File: src/hw/vga_host_pkg.sv
/*
 Constants shared by the serial-link host controller for the dual-channel
 variable gain amplifier: frame layout, device register map, field
 positions, reset values and timing.
 Assumes a 100 MHz system clock and a link clock generated by the host.
*/
package vga_host_pkg;
   // ------------------------------------------------------------
   // Frame layout
   // ------------------------------------------------------------
   localparam int          FRAME_BITS     = 32;
   localparam int          DATA_BITS      = 24;
   localparam int          ADDR_BITS      = 5;
   localparam int          CHIP_BITS      = 3;
   localparam logic [2:0]  CHIP_CODE      = 3'h6;
   // ------------------------------------------------------------
   // Device register map
   // ------------------------------------------------------------
   localparam logic [4:0]  DEV_PTR_ADDR   = 5'h00;
   localparam logic [4:0]  DEV_ENABLE_ADDR = 5'h01;
   localparam logic [4:0]  DEV_SETTINGS_ADDR = 5'h02;
   localparam logic [4:0]  DEV_GAIN_ADDR  = 5'h03;
   localparam logic [23:0] SOFT_CLEAR_ARM = 24'h00_0020;
   localparam logic [23:0] SOFT_CLEAR_FIRE = 24'h00_0000;
   localparam int          EN_I_BIT       = 0;
   localparam int          EN_Q_BIT       = 1;
   localparam int          SET_SRC_BIT    = 5;
   localparam int          SET_NODEC_BIT  = 6;
   localparam int          SET_NODEGL_BIT = 7;
   localparam logic [6:0]  GAIN_CODE_MAX  = 7'h50;
   // ------------------------------------------------------------
   // Host register map (word offsets of the local port)
   // ------------------------------------------------------------
   localparam logic [3:0]  H_CTRL         = 4'h0;
   localparam logic [3:0]  H_TXDATA       = 4'h1;
   localparam logic [3:0]  H_TXADDR       = 4'h2;
   localparam logic [3:0]  H_STATUS       = 4'h3;
   localparam logic [3:0]  H_RXDATA       = 4'h4;
   localparam logic [3:0]  H_RXTAIL       = 4'h5;
   localparam logic [3:0]  H_GAIN         = 4'h6;
   localparam logic [3:0]  H_DIV          = 4'h7;
   localparam int          CTRL_GO_BIT    = 0;
   localparam int          CTRL_READ_BIT  = 1;
   localparam int          CTRL_SOFT_BIT  = 2;
   localparam logic [15:0] DIV_RESET      = 16'h0002;
   // ------------------------------------------------------------
   // Timing
   // ------------------------------------------------------------
   localparam int          CLK_PERIOD_NS  = 10;
   localparam int          SEN_HIGH_NS    = 20;
   localparam int          SEN_HIGH_CYC   = (SEN_HIGH_NS + CLK_PERIOD_NS - 1) / CLK_PERIOD_NS;
   localparam int          POR_US         = 250;
   localparam int          POR_CYC        = POR_US * 1000 / CLK_PERIOD_NS;
   typedef enum logic [5:0] {
      ST_IDLE = 6'b00_0001,
      ST_LEAD = 6'b00_0010,
      ST_LOW  = 6'b00_0100,
      ST_HIGH = 6'b00_1000,
      ST_GAP  = 6'b01_0000,
      ST_WAIT = 6'b10_0000
   } link_state_t;
endpackage : vga_host_pkg

File: src/hw/half_period_divider.sv
/*
 Enable pulse generator: one-cycle pulse every (div+1) system cycles.
 Assumes div is held steady while running; restarts when run is low.
*/
`timescale 1ns/1ps
module half_period_divider #(
   parameter int W = 16
) (
   input  wire logic         sys_clk,
   input  wire logic         rstn,
   input  wire logic         run,
   input  wire logic [W-1:0] div,
   output logic              tick
);
   logic [W-1:0] cnt_reg;
   wire          at_end = (cnt_reg >= div);

   always_ff @(posedge sys_clk or negedge rstn) begin
      if (!rstn) begin
         cnt_reg <= '0;
         tick    <= 1'b0;
      end else begin
         tick    <= run && at_end;
         cnt_reg <= (!run || at_end) ? '0 : cnt_reg + 1'b1;
      end
   end
endmodule : half_period_divider

File: src/hw/bit_sync.sv
/*
 Two-stage synchroniser for one level from outside the clock domain.
 Assumes the input is a plain level; no edge logic reads the first stage.
*/
`timescale 1ns/1ps
module bit_sync (
   input  wire logic sys_clk,
   input  wire logic rstn,
   input  wire logic d,
   output logic      q
);
   logic meta_reg;

   always_ff @(posedge sys_clk or negedge rstn) begin
      if (!rstn) begin
         meta_reg <= 1'b0;
         q        <= 1'b0;
      end else begin
         meta_reg <= d;
         q        <= meta_reg;
      end
   end
endmodule : bit_sync

File: src/hw/vga_link_host.sv
/*
 Host controller for the serial register port of a dual-channel variable
 gain amplifier. Software issues frames through a small local register
 port; the block drives frame enable, shift clock and serial data, and
 captures the device's serial output. Also drives the parallel gain pins.
 Assumes the device samples on rising shift-clock edges and shifts out on
 rising edges; the serial output is asynchronous and is synchronised here.
*/
// Design decision made here: the plain strobed port.
`timescale 1ns/1ps
module vga_link_host
   import vga_host_pkg::*;
#(
   parameter int POR_WAIT = POR_CYC
) (
   input  wire logic        sys_clk,
   input  wire logic        rstn,
   input  wire logic [3:0]  addr,
   input  wire logic [31:0] wdata,
   input  wire logic        wr,
   input  wire logic        rd,
   output logic      [31:0] rdata,
   output logic             frame_enable_n,
   output logic             shift_clk,
   output logic             serial_in_line,
   input  wire logic        serial_out_line,
   output logic      [6:0]  gain_pins,
   output logic             busy
);
   // ------------------------------------------------------------
   // Local registers and state
   // ------------------------------------------------------------
   logic [23:0]  txdata_reg;
   logic [4:0]   txaddr_reg;
   logic [15:0]  div_reg;
   logic [6:0]   gain_reg;
   logic [31:0]  shift_reg;
   logic [31:0]  cap_reg;
   logic [5:0]   bit_cnt_reg;
   logic [15:0]  gap_cnt_reg;
   logic [$clog2(POR_WAIT+1)-1:0] por_cnt_reg;
   logic         por_done_reg;
   logic         read_pend_reg;
   logic         soft_pend_reg;
   logic         rx_valid_reg;
   logic         cur_read_reg;
   link_state_t  state_reg;
   logic         tick;
   logic         sdo_s;

   wire         in_frame   = (state_reg == ST_LOW) || (state_reg == ST_HIGH);
   wire         div_run    = (state_reg != ST_IDLE) && (state_reg != ST_WAIT);
   wire         wr_ctrl    = wr && (addr == H_CTRL);
   wire         go_req     = wr_ctrl && wdata[CTRL_GO_BIT];
   wire         soft_req   = wr_ctrl && wdata[CTRL_SOFT_BIT];
   wire         last_bit   = (bit_cnt_reg == 6'(FRAME_BITS - 1));
   wire  [31:0] frame_word = {txdata_reg, txaddr_reg, CHIP_CODE};
   wire  [31:0] ptr_word   = {19'h0_0000, txaddr_reg, DEV_PTR_ADDR, CHIP_CODE};
   wire  [31:0] keep_word  = {19'h0_0000, txaddr_reg, DEV_PTR_ADDR, CHIP_CODE};
   wire  [31:0] arm_word   = {SOFT_CLEAR_ARM, DEV_PTR_ADDR, CHIP_CODE};
   wire  [31:0] fire_word  = {SOFT_CLEAR_FIRE, DEV_PTR_ADDR, CHIP_CODE};
   wire  [31:0] status_w   = {27'h000_0000, por_done_reg, rx_valid_reg,
                              soft_pend_reg, read_pend_reg, busy};

   // ------------------------------------------------------------
   // Helpers
   // ------------------------------------------------------------
   half_period_divider #(.W(16)) u_div (
      .sys_clk (sys_clk),
      .rstn    (rstn),
      .run     (div_run),
      .div     (div_reg),
      .tick    (tick)
   );

   // Device output is asynchronous to our clock
   bit_sync u_sdo_sync (
      .sys_clk (sys_clk),
      .rstn    (rstn),
      .d       (serial_out_line),
      .q       (sdo_s)
   );

   // ------------------------------------------------------------
   // Power-up wait: no frame until device defaults have settled
   // ------------------------------------------------------------
   always_ff @(posedge sys_clk or negedge rstn) begin
      if (!rstn) begin
         por_cnt_reg  <= '0;
         por_done_reg <= 1'b0;
      end else if (!por_done_reg) begin
         por_cnt_reg  <= por_cnt_reg + 1'b1;
         por_done_reg <= (por_cnt_reg == ($bits(por_cnt_reg))'(POR_WAIT - 1));
      end
   end

   // ------------------------------------------------------------
   // Local register port
   // ------------------------------------------------------------
   always_ff @(posedge sys_clk or negedge rstn) begin
      if (!rstn) begin
         txdata_reg <= '0;
         txaddr_reg <= '0;
         div_reg    <= DIV_RESET;
         gain_reg   <= '0;
         gain_pins  <= '0;
      end else begin
         if (wr && addr == H_TXDATA) txdata_reg <= wdata[23:0];
         if (wr && addr == H_TXADDR) txaddr_reg <= wdata[4:0];
         if (wr && addr == H_DIV) div_reg <= (wdata[15:0] == 16'h0000) ? 16'h0001 : wdata[15:0];
         if (wr && addr == H_GAIN) begin
            // Clamp to the top decoded code
            gain_reg <= (wdata[6:0] > GAIN_CODE_MAX) ? GAIN_CODE_MAX : wdata[6:0];
         end
         gain_pins <= gain_reg;
      end
   end

   always_ff @(posedge sys_clk or negedge rstn) begin
      if (!rstn) begin
         rdata <= '0;
      end else if (rd) begin
         unique case (addr)
            H_CTRL:   rdata <= 32'h0000_0000;
            H_TXDATA: rdata <= {8'h00, txdata_reg};
            H_TXADDR: rdata <= {27'h000_0000, txaddr_reg};
            H_STATUS: rdata <= status_w;
            H_RXDATA: rdata <= {8'h00, cap_reg[31:8]};
            H_RXTAIL: rdata <= {24'h00_0000, cap_reg[7:0]};
            H_GAIN:   rdata <= {25'h000_0000, gain_reg};
            H_DIV:    rdata <= {16'h0000, div_reg};
            default:  rdata <= 32'h0000_0000;
         endcase
      end else begin
         rdata <= '0;
      end
   end

   // ------------------------------------------------------------
   // Frame engine
   // ------------------------------------------------------------
   always_ff @(posedge sys_clk or negedge rstn) begin
      if (!rstn) begin
         state_reg      <= ST_IDLE;
         frame_enable_n <= 1'b1;
         shift_clk      <= 1'b0;
         serial_in_line <= 1'b0;
         shift_reg      <= '0;
         cap_reg        <= '0;
         bit_cnt_reg    <= '0;
         gap_cnt_reg    <= '0;
         read_pend_reg  <= 1'b0;
         soft_pend_reg  <= 1'b0;
         rx_valid_reg   <= 1'b0;
         cur_read_reg   <= 1'b0;
         busy           <= 1'b0;
      end else begin
         unique case (state_reg)
            ST_IDLE: begin
               if (por_done_reg && (go_req || soft_req)) begin
                  busy          <= 1'b1;
                  rx_valid_reg  <= 1'b0;
                  // Soft clear wins over a read so its two frames stay back to back
                  read_pend_reg <= go_req && !soft_req && wdata[CTRL_READ_BIT];
                  soft_pend_reg <= soft_req;
                  cur_read_reg  <= 1'b0;
                  shift_reg     <= soft_req ? arm_word
                                 : (wdata[CTRL_READ_BIT] ? ptr_word : frame_word);
                  state_reg     <= ST_LEAD;
               end
            end
            ST_LEAD: begin
               // Enable low and MSB set a full period (two ticks) before first rise
               frame_enable_n <= 1'b0;
               serial_in_line <= shift_reg[31];
               bit_cnt_reg    <= '0;
               if (tick) state_reg <= ST_LOW;
            end
            ST_LOW: if (tick) begin
               shift_clk <= 1'b1;
               state_reg <= ST_HIGH;
            end
            ST_HIGH: if (tick) begin
               shift_clk <= 1'b0;
               // Sample device output at our falling edge
               if (cur_read_reg) cap_reg <= {cap_reg[30:0], sdo_s};
               if (last_bit) begin
                  state_reg      <= ST_GAP;
                  gap_cnt_reg    <= '0;
                  rx_valid_reg   <= cur_read_reg;
               end else begin
                  shift_reg      <= {shift_reg[30:0], 1'b0};
                  serial_in_line <= shift_reg[30];
                  bit_cnt_reg    <= bit_cnt_reg + 1'b1;
                  state_reg      <= ST_LOW;
               end
            end
            ST_GAP: begin
               // One cycle after the last fall, so the enable never moves with it
               frame_enable_n <= 1'b1;
               gap_cnt_reg    <= gap_cnt_reg + 1'b1;
               if (gap_cnt_reg >= 16'(SEN_HIGH_CYC) && tick) begin
                  if (read_pend_reg) begin
                     read_pend_reg <= 1'b0;
                     cur_read_reg  <= 1'b1;
                     shift_reg     <= keep_word;
                     state_reg     <= ST_LEAD;
                  end else if (soft_pend_reg) begin
                     soft_pend_reg <= 1'b0;
                     shift_reg     <= fire_word;
                     state_reg     <= ST_LEAD;
                  end else begin
                     state_reg <= ST_WAIT;
                  end
               end
            end
            ST_WAIT: begin
               busy         <= 1'b0;
               cur_read_reg <= 1'b0;
               state_reg    <= ST_IDLE;
            end
            default: state_reg <= ST_IDLE;
         endcase
      end
   end

   // ------------------------------------------------------------
   // Checks
   // ------------------------------------------------------------
   logic [6:0] rise_cnt;
   logic       sck_d;
   always_ff @(posedge sys_clk or negedge rstn) begin
      if (!rstn) begin
         rise_cnt <= '0;
         sck_d    <= 1'b0;
      end else begin
         sck_d <= shift_clk;
         if (frame_enable_n) rise_cnt <= '0;
         else if (shift_clk && !sck_d) rise_cnt <= rise_cnt + 1'b1;
      end
   end

   chk_frame_len: assert property (@(posedge sys_clk) disable iff (!rstn)
      $rose(frame_enable_n) |-> rise_cnt == 7'd32)
      else $error("frame did not carry 32 clock rises");
   chk_sdi_on_fall: assert property (@(posedge sys_clk) disable iff (!rstn)
      $changed(serial_in_line) && !$rose(frame_enable_n) |-> !shift_clk)
      else $error("input line changed while shift clock high");
   chk_no_sck_rise_idle: assert property (@(posedge sys_clk) disable iff (!rstn)
      frame_enable_n |-> !$rose(shift_clk))
      else $error("shift clock rose outside a frame");
   chk_sen_rise_low: assert property (@(posedge sys_clk) disable iff (!rstn)
      $rose(frame_enable_n) |-> !shift_clk)
      else $error("enable rose with shift clock high");
   chk_first_bit: assert property (@(posedge sys_clk) disable iff (!rstn)
      $rose(shift_clk) && rise_cnt == 7'd0 |-> !frame_enable_n
         && serial_in_line == $past(shift_reg[31]))
      else $error("first rise without enable or data MSB");
   chk_chip_tail: assert property (@(posedge sys_clk) disable iff (!rstn)
      state_reg == ST_LEAD |-> shift_reg[2:0] == CHIP_CODE)
      else $error("frame lacks the fixed chip code");
   chk_read_ptr: assert property (@(posedge sys_clk) disable iff (!rstn)
      state_reg == ST_LEAD && read_pend_reg |-> shift_reg[7:3] == DEV_PTR_ADDR)
      else $error("pointer frame not aimed at register 0");
   chk_gain_range: assert property (@(posedge sys_clk) disable iff (!rstn)
      gain_pins <= GAIN_CODE_MAX)
      else $error("gain code above the top step");
   chk_por_hold: assert property (@(posedge sys_clk) disable iff (!rstn)
      !por_done_reg |-> frame_enable_n)
      else $error("frame started before power-up wait");
   chk_soft_pair: assert property (@(posedge sys_clk) disable iff (!rstn)
      state_reg == ST_LEAD && !soft_pend_reg && $past(state_reg) == ST_GAP
         && !cur_read_reg |-> shift_reg == fire_word)
      else $error("second soft clear frame not 00h");
   chk_enable_held: assert property (@(posedge sys_clk) disable iff (!rstn)
      in_frame |-> !frame_enable_n)
      else $error("enable high inside a frame");
   chk_bit_count: assert property (@(posedge sys_clk) disable iff (!rstn)
      in_frame |-> bit_cnt_reg < 6'(FRAME_BITS))
      else $error("bit counter past the frame length");
   chk_busy_frame: assert property (@(posedge sys_clk) disable iff (!rstn)
      !frame_enable_n |-> busy)
      else $error("frame enable low while not busy");
   chk_idle_quiet: assert property (@(posedge sys_clk) disable iff (!rstn)
      state_reg == ST_IDLE |-> frame_enable_n && !shift_clk)
      else $error("link not quiet while idle");
   chk_sen_after_fall: assert property (@(posedge sys_clk) disable iff (!rstn)
      $rose(frame_enable_n) |-> !$fell(shift_clk))
      else $error("enable rose together with the last clock fall");
   chk_sck_low_gap: assert property (@(posedge sys_clk) disable iff (!rstn)
      state_reg == ST_GAP |-> !shift_clk)
      else $error("shift clock high between frames");
   chk_sdi_in_lead: assert property (@(posedge sys_clk) disable iff (!rstn)
      state_reg == ST_LOW && $past(state_reg) == ST_LEAD |-> serial_in_line == shift_reg[31])
      else $error("data MSB missing before first rise");
   chk_soft_first: assert property (@(posedge sys_clk) disable iff (!rstn)
      state_reg == ST_LEAD && soft_pend_reg |-> shift_reg == arm_word)
      else $error("first soft clear frame not 20h");
   chk_readback_ptr: assert property (@(posedge sys_clk) disable iff (!rstn)
      state_reg == ST_LEAD && cur_read_reg |-> shift_reg[7:3] == DEV_PTR_ADDR)
      else $error("readback frame not aimed at register 0");
   chk_rx_valid_read: assert property (@(posedge sys_clk) disable iff (!rstn)
      $rose(rx_valid_reg) |-> $past(cur_read_reg))
      else $error("capture flagged valid without a readback frame");
   chk_gain_follow: assert property (@(posedge sys_clk) disable iff (!rstn)
      gain_pins == $past(gain_reg))
      else $error("gain pins do not follow the gain register");
endmodule : vga_link_host

File: config.mk
export PLATFORM = sky130hd
export DESIGN_NAME = vga_link_host
export DESIGN_NICKNAME = d
export VERILOG_FILES = /design/src/hw/vga_host_pkg.sv /design/src/hw/half_period_divider.sv /design/src/hw/bit_sync.sv /design/src/hw/vga_link_host.sv
export SDC_FILE = /design/constraint.sdc
export NUM_CORES = 1
export LEC_CHECK = 0
export BUFFER_PORTS_ARGS = -buffer_cell sky130_fd_sc_hd__buf_2
export CAP_MARGIN = 20
export CORE_MARGIN = 4
export CORE_UTILIZATION = 55
export DETAILED_ROUTE_END_ITERATION = 16
export HOLD_SLACK_MARGIN = 0.15
export PLACE_DENSITY = 0.81
export SYNTH_ARGS = -nofsm -noshare
export SYNTH_HDL_FRONTEND = slang
export SYNTH_HIERARCHICAL = 1
export SYNTH_SLANG_ARGS = --single-unit
File: constraint.sdc
create_clock -name sys_clk -period 7.7 [get_ports sys_clk]
set_clock_uncertainty 0.1 [all_clocks]
set_input_delay 1.155 -clock sys_clk [delete_from_list [all_inputs] [get_ports sys_clk]]
set_output_delay 1.155 -clock sys_clk [all_outputs]
set_load 0.02 [all_outputs]
### Word-level counts from Yosys, hierarchy flattened

Index checks and enable logic that the tools add are counted.

* register bits after elaboration: 226
* latch bits: 0
* memory bits (writable): 0
* bits in read-only memories: 0
* output and inout bits: 43
* logic and storage cells: 151
* memories: 0

* $add $sub $neg: 4
* multipliers: 0
* divide/modulo/power cells: 0
* order comparisons: 3
* equal/unequal tests: 27
* shift operators: 0
* mux-type cells: 53
* bitwise operators: 0
* reductions and logical operators: 39

Operator list (count)
* 32-bit 2-to-1 mux: 9
* 24-bit one-hot mux with 7 select lines: 1
* 32-bit one-hot mux with 3 select lines: 1
* 16-bit 2-to-1 mux: 4
* 6-bit 2-to-1 mux: 9
* 16-bit by 1-bit adder with 16-bit output (second input constant): 2
* 16-bit one-hot mux with 2 select lines: 1
* 6-bit one-hot mux with 5 select lines: 1
* 4-bit by 3-bit equality test with 1-bit output (second input constant): 4
* 16-bit greater-or-equal comparator: 1
* 16-bit by 2-bit greater-or-equal comparator with 1-bit output (second input constant): 1
* 16-bit zero test: 1
* 1-bit 2-to-1 mux: 16
* 15-bit by 1-bit adder with 15-bit output (second input constant): 1
* 15-bit equality test (second input constant): 1
* 3-bit AND reduction: 5
* 1-bit one-hot mux with 2 select lines: 7
* 2-bit nonzero test: 7
* 1-bit logical AND: 13
* 6-bit by 5-bit equality test with 1-bit output (second input constant): 2
* 2-bit != test (second input constant): 6
* 6-bit one-hot mux with 2 select lines: 1
* 4-bit AND reduction: 3
* 4-bit by 2-bit equality test with 1-bit output (second input constant): 2
* other kinds (22): 27

### Depth between registers and ports, before layout

* word-level depth: 8
* depth in mapped cells: 8
* mapped depth without buffers: 7

### Cells and area by module

The synthesis kept the hierarchy.

Modules (own cells, without submodules)
* vga_link_host: times used 1, cells each 733, area an instance 8953.6 µm², sequential area each 4958.5 µm²
* half_period_divider: times used 1, cells each 128, area an instance 1207.4 µm², sequential area each 425.4 µm²
* bit_sync: times used 1, cells each 2, area an instance 50.0 µm², sequential area each 50.0 µm²

### Least setup slack after synthesis

No wires, ideal clock.

* path kind: input port to flip-flop
* start: input addr[1]
* end: register shift_reg[11]
* arrival: 2653 ps
* path slack: 4822 ps
* stages on the path: 7
* buffers on the path: 2
* cells stage by stage: clkbuf_1 nor2_1 o2111a_1 o22ai_1 a211o_2 buf_6 mux2_4

* longest elaborated chain between the ends: 7

RTL lines
* start: declaration: RTL line vga_link_host.sv:18 `input wire logic [3:0] addr,`
* 4-bit zero test *: RTL line vga_link_host.sv:53 `wire wr_ctrl = wr && (addr == H_CTRL);`
* 1-bit logical AND *: RTL line vga_link_host.sv:53
* 1-bit logical AND, on equally long branches: RTL line vga_link_host.sv:54, vga_link_host.sv:55
* 1-bit logical OR: RTL line vga_link_host.sv:160 `if (por_done_reg && (go_req || soft_req)) begin`
* 1-bit logical AND: RTL line vga_link_host.sv:160
* 2-bit != test (no line)
* 6-bit AND reduction (no line)
* end signal: assignment: RTL line vga_link_host.sv:167 `shift_reg <= soft_req ? arm_word`
* end signal: assignment: RTL line vga_link_host.sv:192 `shift_reg <= {shift_reg[30:0], 1'b0};`
* end signal: assignment: RTL line vga_link_host.sv:206 `shift_reg <= keep_word;`
* end: declaration: RTL line vga_link_host.sv:37 `logic [31:0] shift_reg;`

Mark *: on every way between the ends. The rest lies on a longest branch, timed or not. The select of a mux whose other input is x is not followed.
A chain may end at the register's enable or synchronous reset.

### Worst setup path in the final report

* start: register state_reg[3]
* end: register shift_reg[31]

* longest elaborated chain between the ends: 3

RTL lines
* start: declaration: RTL line vga_link_host.sv:47 `link_state_t state_reg;`
* start signal: assignment: RTL line vga_link_host.sv:144 `state_reg <= ST_IDLE;`
* start signal: assignment: RTL line vga_link_host.sv:169 `state_reg <= ST_LEAD;`
* start signal: assignment: RTL line vga_link_host.sv:177 `if (tick) state_reg <= ST_LOW;`
* 6-bit by 5-bit equality test with 1-bit output (tied with other cells): RTL line vga_link_host.sv:158 `unique case (state_reg)`
* 3-bit != test (no line) (tied with other cells)
* 6-bit AND reduction (no line)

Parallel ways exist; a longest one is shown, timed or not.

==> metrics.txt <==
Die ar. between 20000 and 25000 um^2; footprint of the multi-input gates approximately 4400 um^2; initial antenna violation count 2; count of flip-flops with a built-in enable after synthesis 0; asr flop ratio synth between 90% and 100%; Critical Path End shift_reg[31]; Area growth syn-to-layout 12.7%; crit-path max FO 32; Reg-to-Reg Start state_reg[3]; max_slew headroom a little under a third; setup TNS 0 ns; area leader, netlist dfrtp_1; Detail Placement HPWL approximately 15000 um; Row Count 49; Fin. Hold Viols 0; Via Count ~7k; final setup fails 0; WP data required roughly 8 ns; Routed Antenna Nets 0; core area approximately 18000 um^2; crit path time final 3.39 ns; drc violations 0; Synth cell types 70; Pins Over Slew Limit 0; most frequent cells in the layout dfrtp_1 (214), mux2_2 (80), buf_2 (66); I/O pin cnt 84; layout cells sized above 1 26.7%; max reg flops 32; DR iter-0 viols between 600 and 700; Max-cap violations 0; CTS tree yes; Final Wtd Congestion between 0.9 and 1; YS warnings 6; Post-CTS Resized 0; fin crit share between 40 and 50%; reg2reg path depth 5; clock-pin slew on the worst setup and hold paths about 0.060 ns; Main synth FF type dfrtp_1; Worst Setup Start Kind register; routed wire length between 20000 and 25000 um; commonest non-fill, non-tap cell in the layout dfrtp_1; outcome finished clean; clock power share between 40% and 50%; Post-Synthesis Cell Area around 10000 um^2; pwr/cell area about 230 nW/um^2; grt ovf 0; Critical R2R Capture shift_reg[31]; Logic pwr share between 8 and 9%; Pint roughly 2.0 mW; sequential area share after synthesis between 50% and 60%; cts hold-fix bufs 0; port bufs 67; H-Tree Depth 1; starting density of the core 56.5%; RSZ-0062 raised after global routing no; largest net degree at the start of global routing approximately 140; crit path capture type register; total clock sinks about 220; final total power ~2.6 mW; Die X-Extent between 100 and 150 um; sw frac 24.6%; Num CTS Buffers 24; power share of the sequential group about half; CTS max path bufs 3; Die Span Y 144 um; min-delay worst type register to register; Crit. Startpoint state_reg[3]; Routed WL per cell approximately 19 um; type of the worst setup path register to register; via/cell ratio between 5 and 6; clock root buffer clkbuf_16; VDD IR-drop max 0.199 mV; fillers ~1.4k; vias in the first global route 6909; Mapped Cells ~860; FMAX 295 MHz; first-pass GRT wire length about 36000 um; Nets just under 1k; crit path DAT 3.68 ns; number of setup buffers added after CTS 0; Leak Pwr about 5.5 nW; top cell type's share of synthesized area between 50% and 60%; measured slew at the worst slew-check pin 1.04 ns; syn avg cell area roughly 12 um^2; diode count 0; Skew-Pair Late Insertion Delay 0.51 ns; Total GRT Usage approximately 22%; drt first pass iters 5; main area contributors after synthesis dfrtp_1 (52%), mux2_2 (8.8%), mux2_4 (3.7%), a22o_1 (2.7%), ha_1 (2.6%); Hold Crit Depth 0; FF-to-FF setup slack 4.31 ns; Synth Register Bits 217; P_sw approximately 650 uW; Register Area 5430 um^2; fin util roughly 64%
[routing by layer]
layer,vias up,GRT usage (%),part of all wire [%]
li1,3235,-,-
met1,3484,30.9,43
met2,195,34.4,48
met3,50,3.51,5.5
met4,4,7.41,2.8
met5,-,0,0.095
[logic make-up after synthesis]
logic type,share of synthesized area [%]
compound gates,9.86
mux,13.5
simple gates,13.2
other cells,0.0367
fa+ha+maj,2.57
flops,53.2
buf+inv,3.77
xor+xnor,3.77
[cell usage after synthesis (4+ instances only)]
| library cell | n |
|---|---|
| a21oi_1 | 20 |
| a222oi_1 | 13 |
| a22o_1 | 32 |
| a22oi_1 | 12 |
| and2_1 | 6 |
| and3_1 | 9 |
| and4_1 | 7 |
| buf_1 | 5 |
| buf_4 | 8 |
| buf_6 | 6 |
| clkbuf_1 | 29 |
| dfrtp_1 | 214 |
| ha_1 | 21 |
| inv_1 | 32 |
| mux2_2 | 80 |
| mux2_4 | 25 |
| mux2i_1 | 6 |
| nand2_1 | 51 |
| nand2b_1 | 5 |
| nand3_1 | 29 |
| nand4_1 | 12 |
| nand4b_1 | 4 |
| nor2_1 | 63 |
| nor2_2 | 11 |
| nor2b_1 | 7 |
| nor3_1 | 12 |
| nor4_1 | 11 |
| o21ai_0 | 19 |
| o22ai_1 | 4 |
| o31ai_1 | 5 |
| or3_1 | 4 |
| xnor2_1 | 20 |
| xor2_1 | 24 |
[layout make-up]
class                           count  area share [%]
Tap cell                          229            2.49
Clock inverter                     13            1.10
Multi-Input combinational cell    571            38.6
Timing Repair Buffer               75            3.94
Sequential cell                   217            47.2
Inverter                           32            1.04
Clock buffer                       30            5.60
[worst max-delay path, stage by stage, from the launching register on]
cell and delay [ns]:
dfrtp_1 0.51, nor4_2 0.54, nand2_1 0.39, o22ai_1 0.47
a211o_2 0.82, mux2_2 0.41
[power groups by stage]
| stage | Combinational (mW) | Clock [mW] | Sequential [mW] |
|---|---|---|---|
| 2_1_floorplan | 0.140 | 0 | 1.28 |
| 3_3_place_gp | 0.212 | 0 | 1.29 |
| 3_5_place_dp | 0.223 | 0 | 1.30 |
| 4_1_cts | 0.225 | 1.14 | 1.28 |
| 5_1_grt | 0.251 | 1.20 | 1.29 |
| 6_report | 0.225 | 1.12 | 1.28 |
[metrics by stage]
stage | cells | setup slack (ns) | cell area [um^2] | hold WS, ns
global placement | 1121 | 4.01 | 10700 | 0.236
finish | 1167 | 4.31 | 11500 | 0.253
detailed placement | 1121 | 3.89 | 10700 | 0.241
global route | 1167 | 4.08 | 11500 | 0.265
CTS | 1164 | 4.34 | 11400 | 0.255
floorplan | 870 | 4.82 | 10200 | 0.231
[worst min-delay path by stage]
stage	startpoint	to	slack (ns)
finish	u_sdo_sync/meta_reg	u_sdo_sync/q	0.25
global route	u_sdo_sync/meta_reg	u_sdo_sync/q	0.27
CTS	u_sdo_sync/meta_reg	u_sdo_sync/q	0.25
detailed placement	u_sdo_sync/meta_reg	u_sdo_sync/q	0.24
global placement	u_sdo_sync/meta_reg	u_sdo_sync/q	0.24
floorplan	u_sdo_sync/meta_reg	u_sdo_sync/q	0.23
Power figures use the tool's default switching activity.
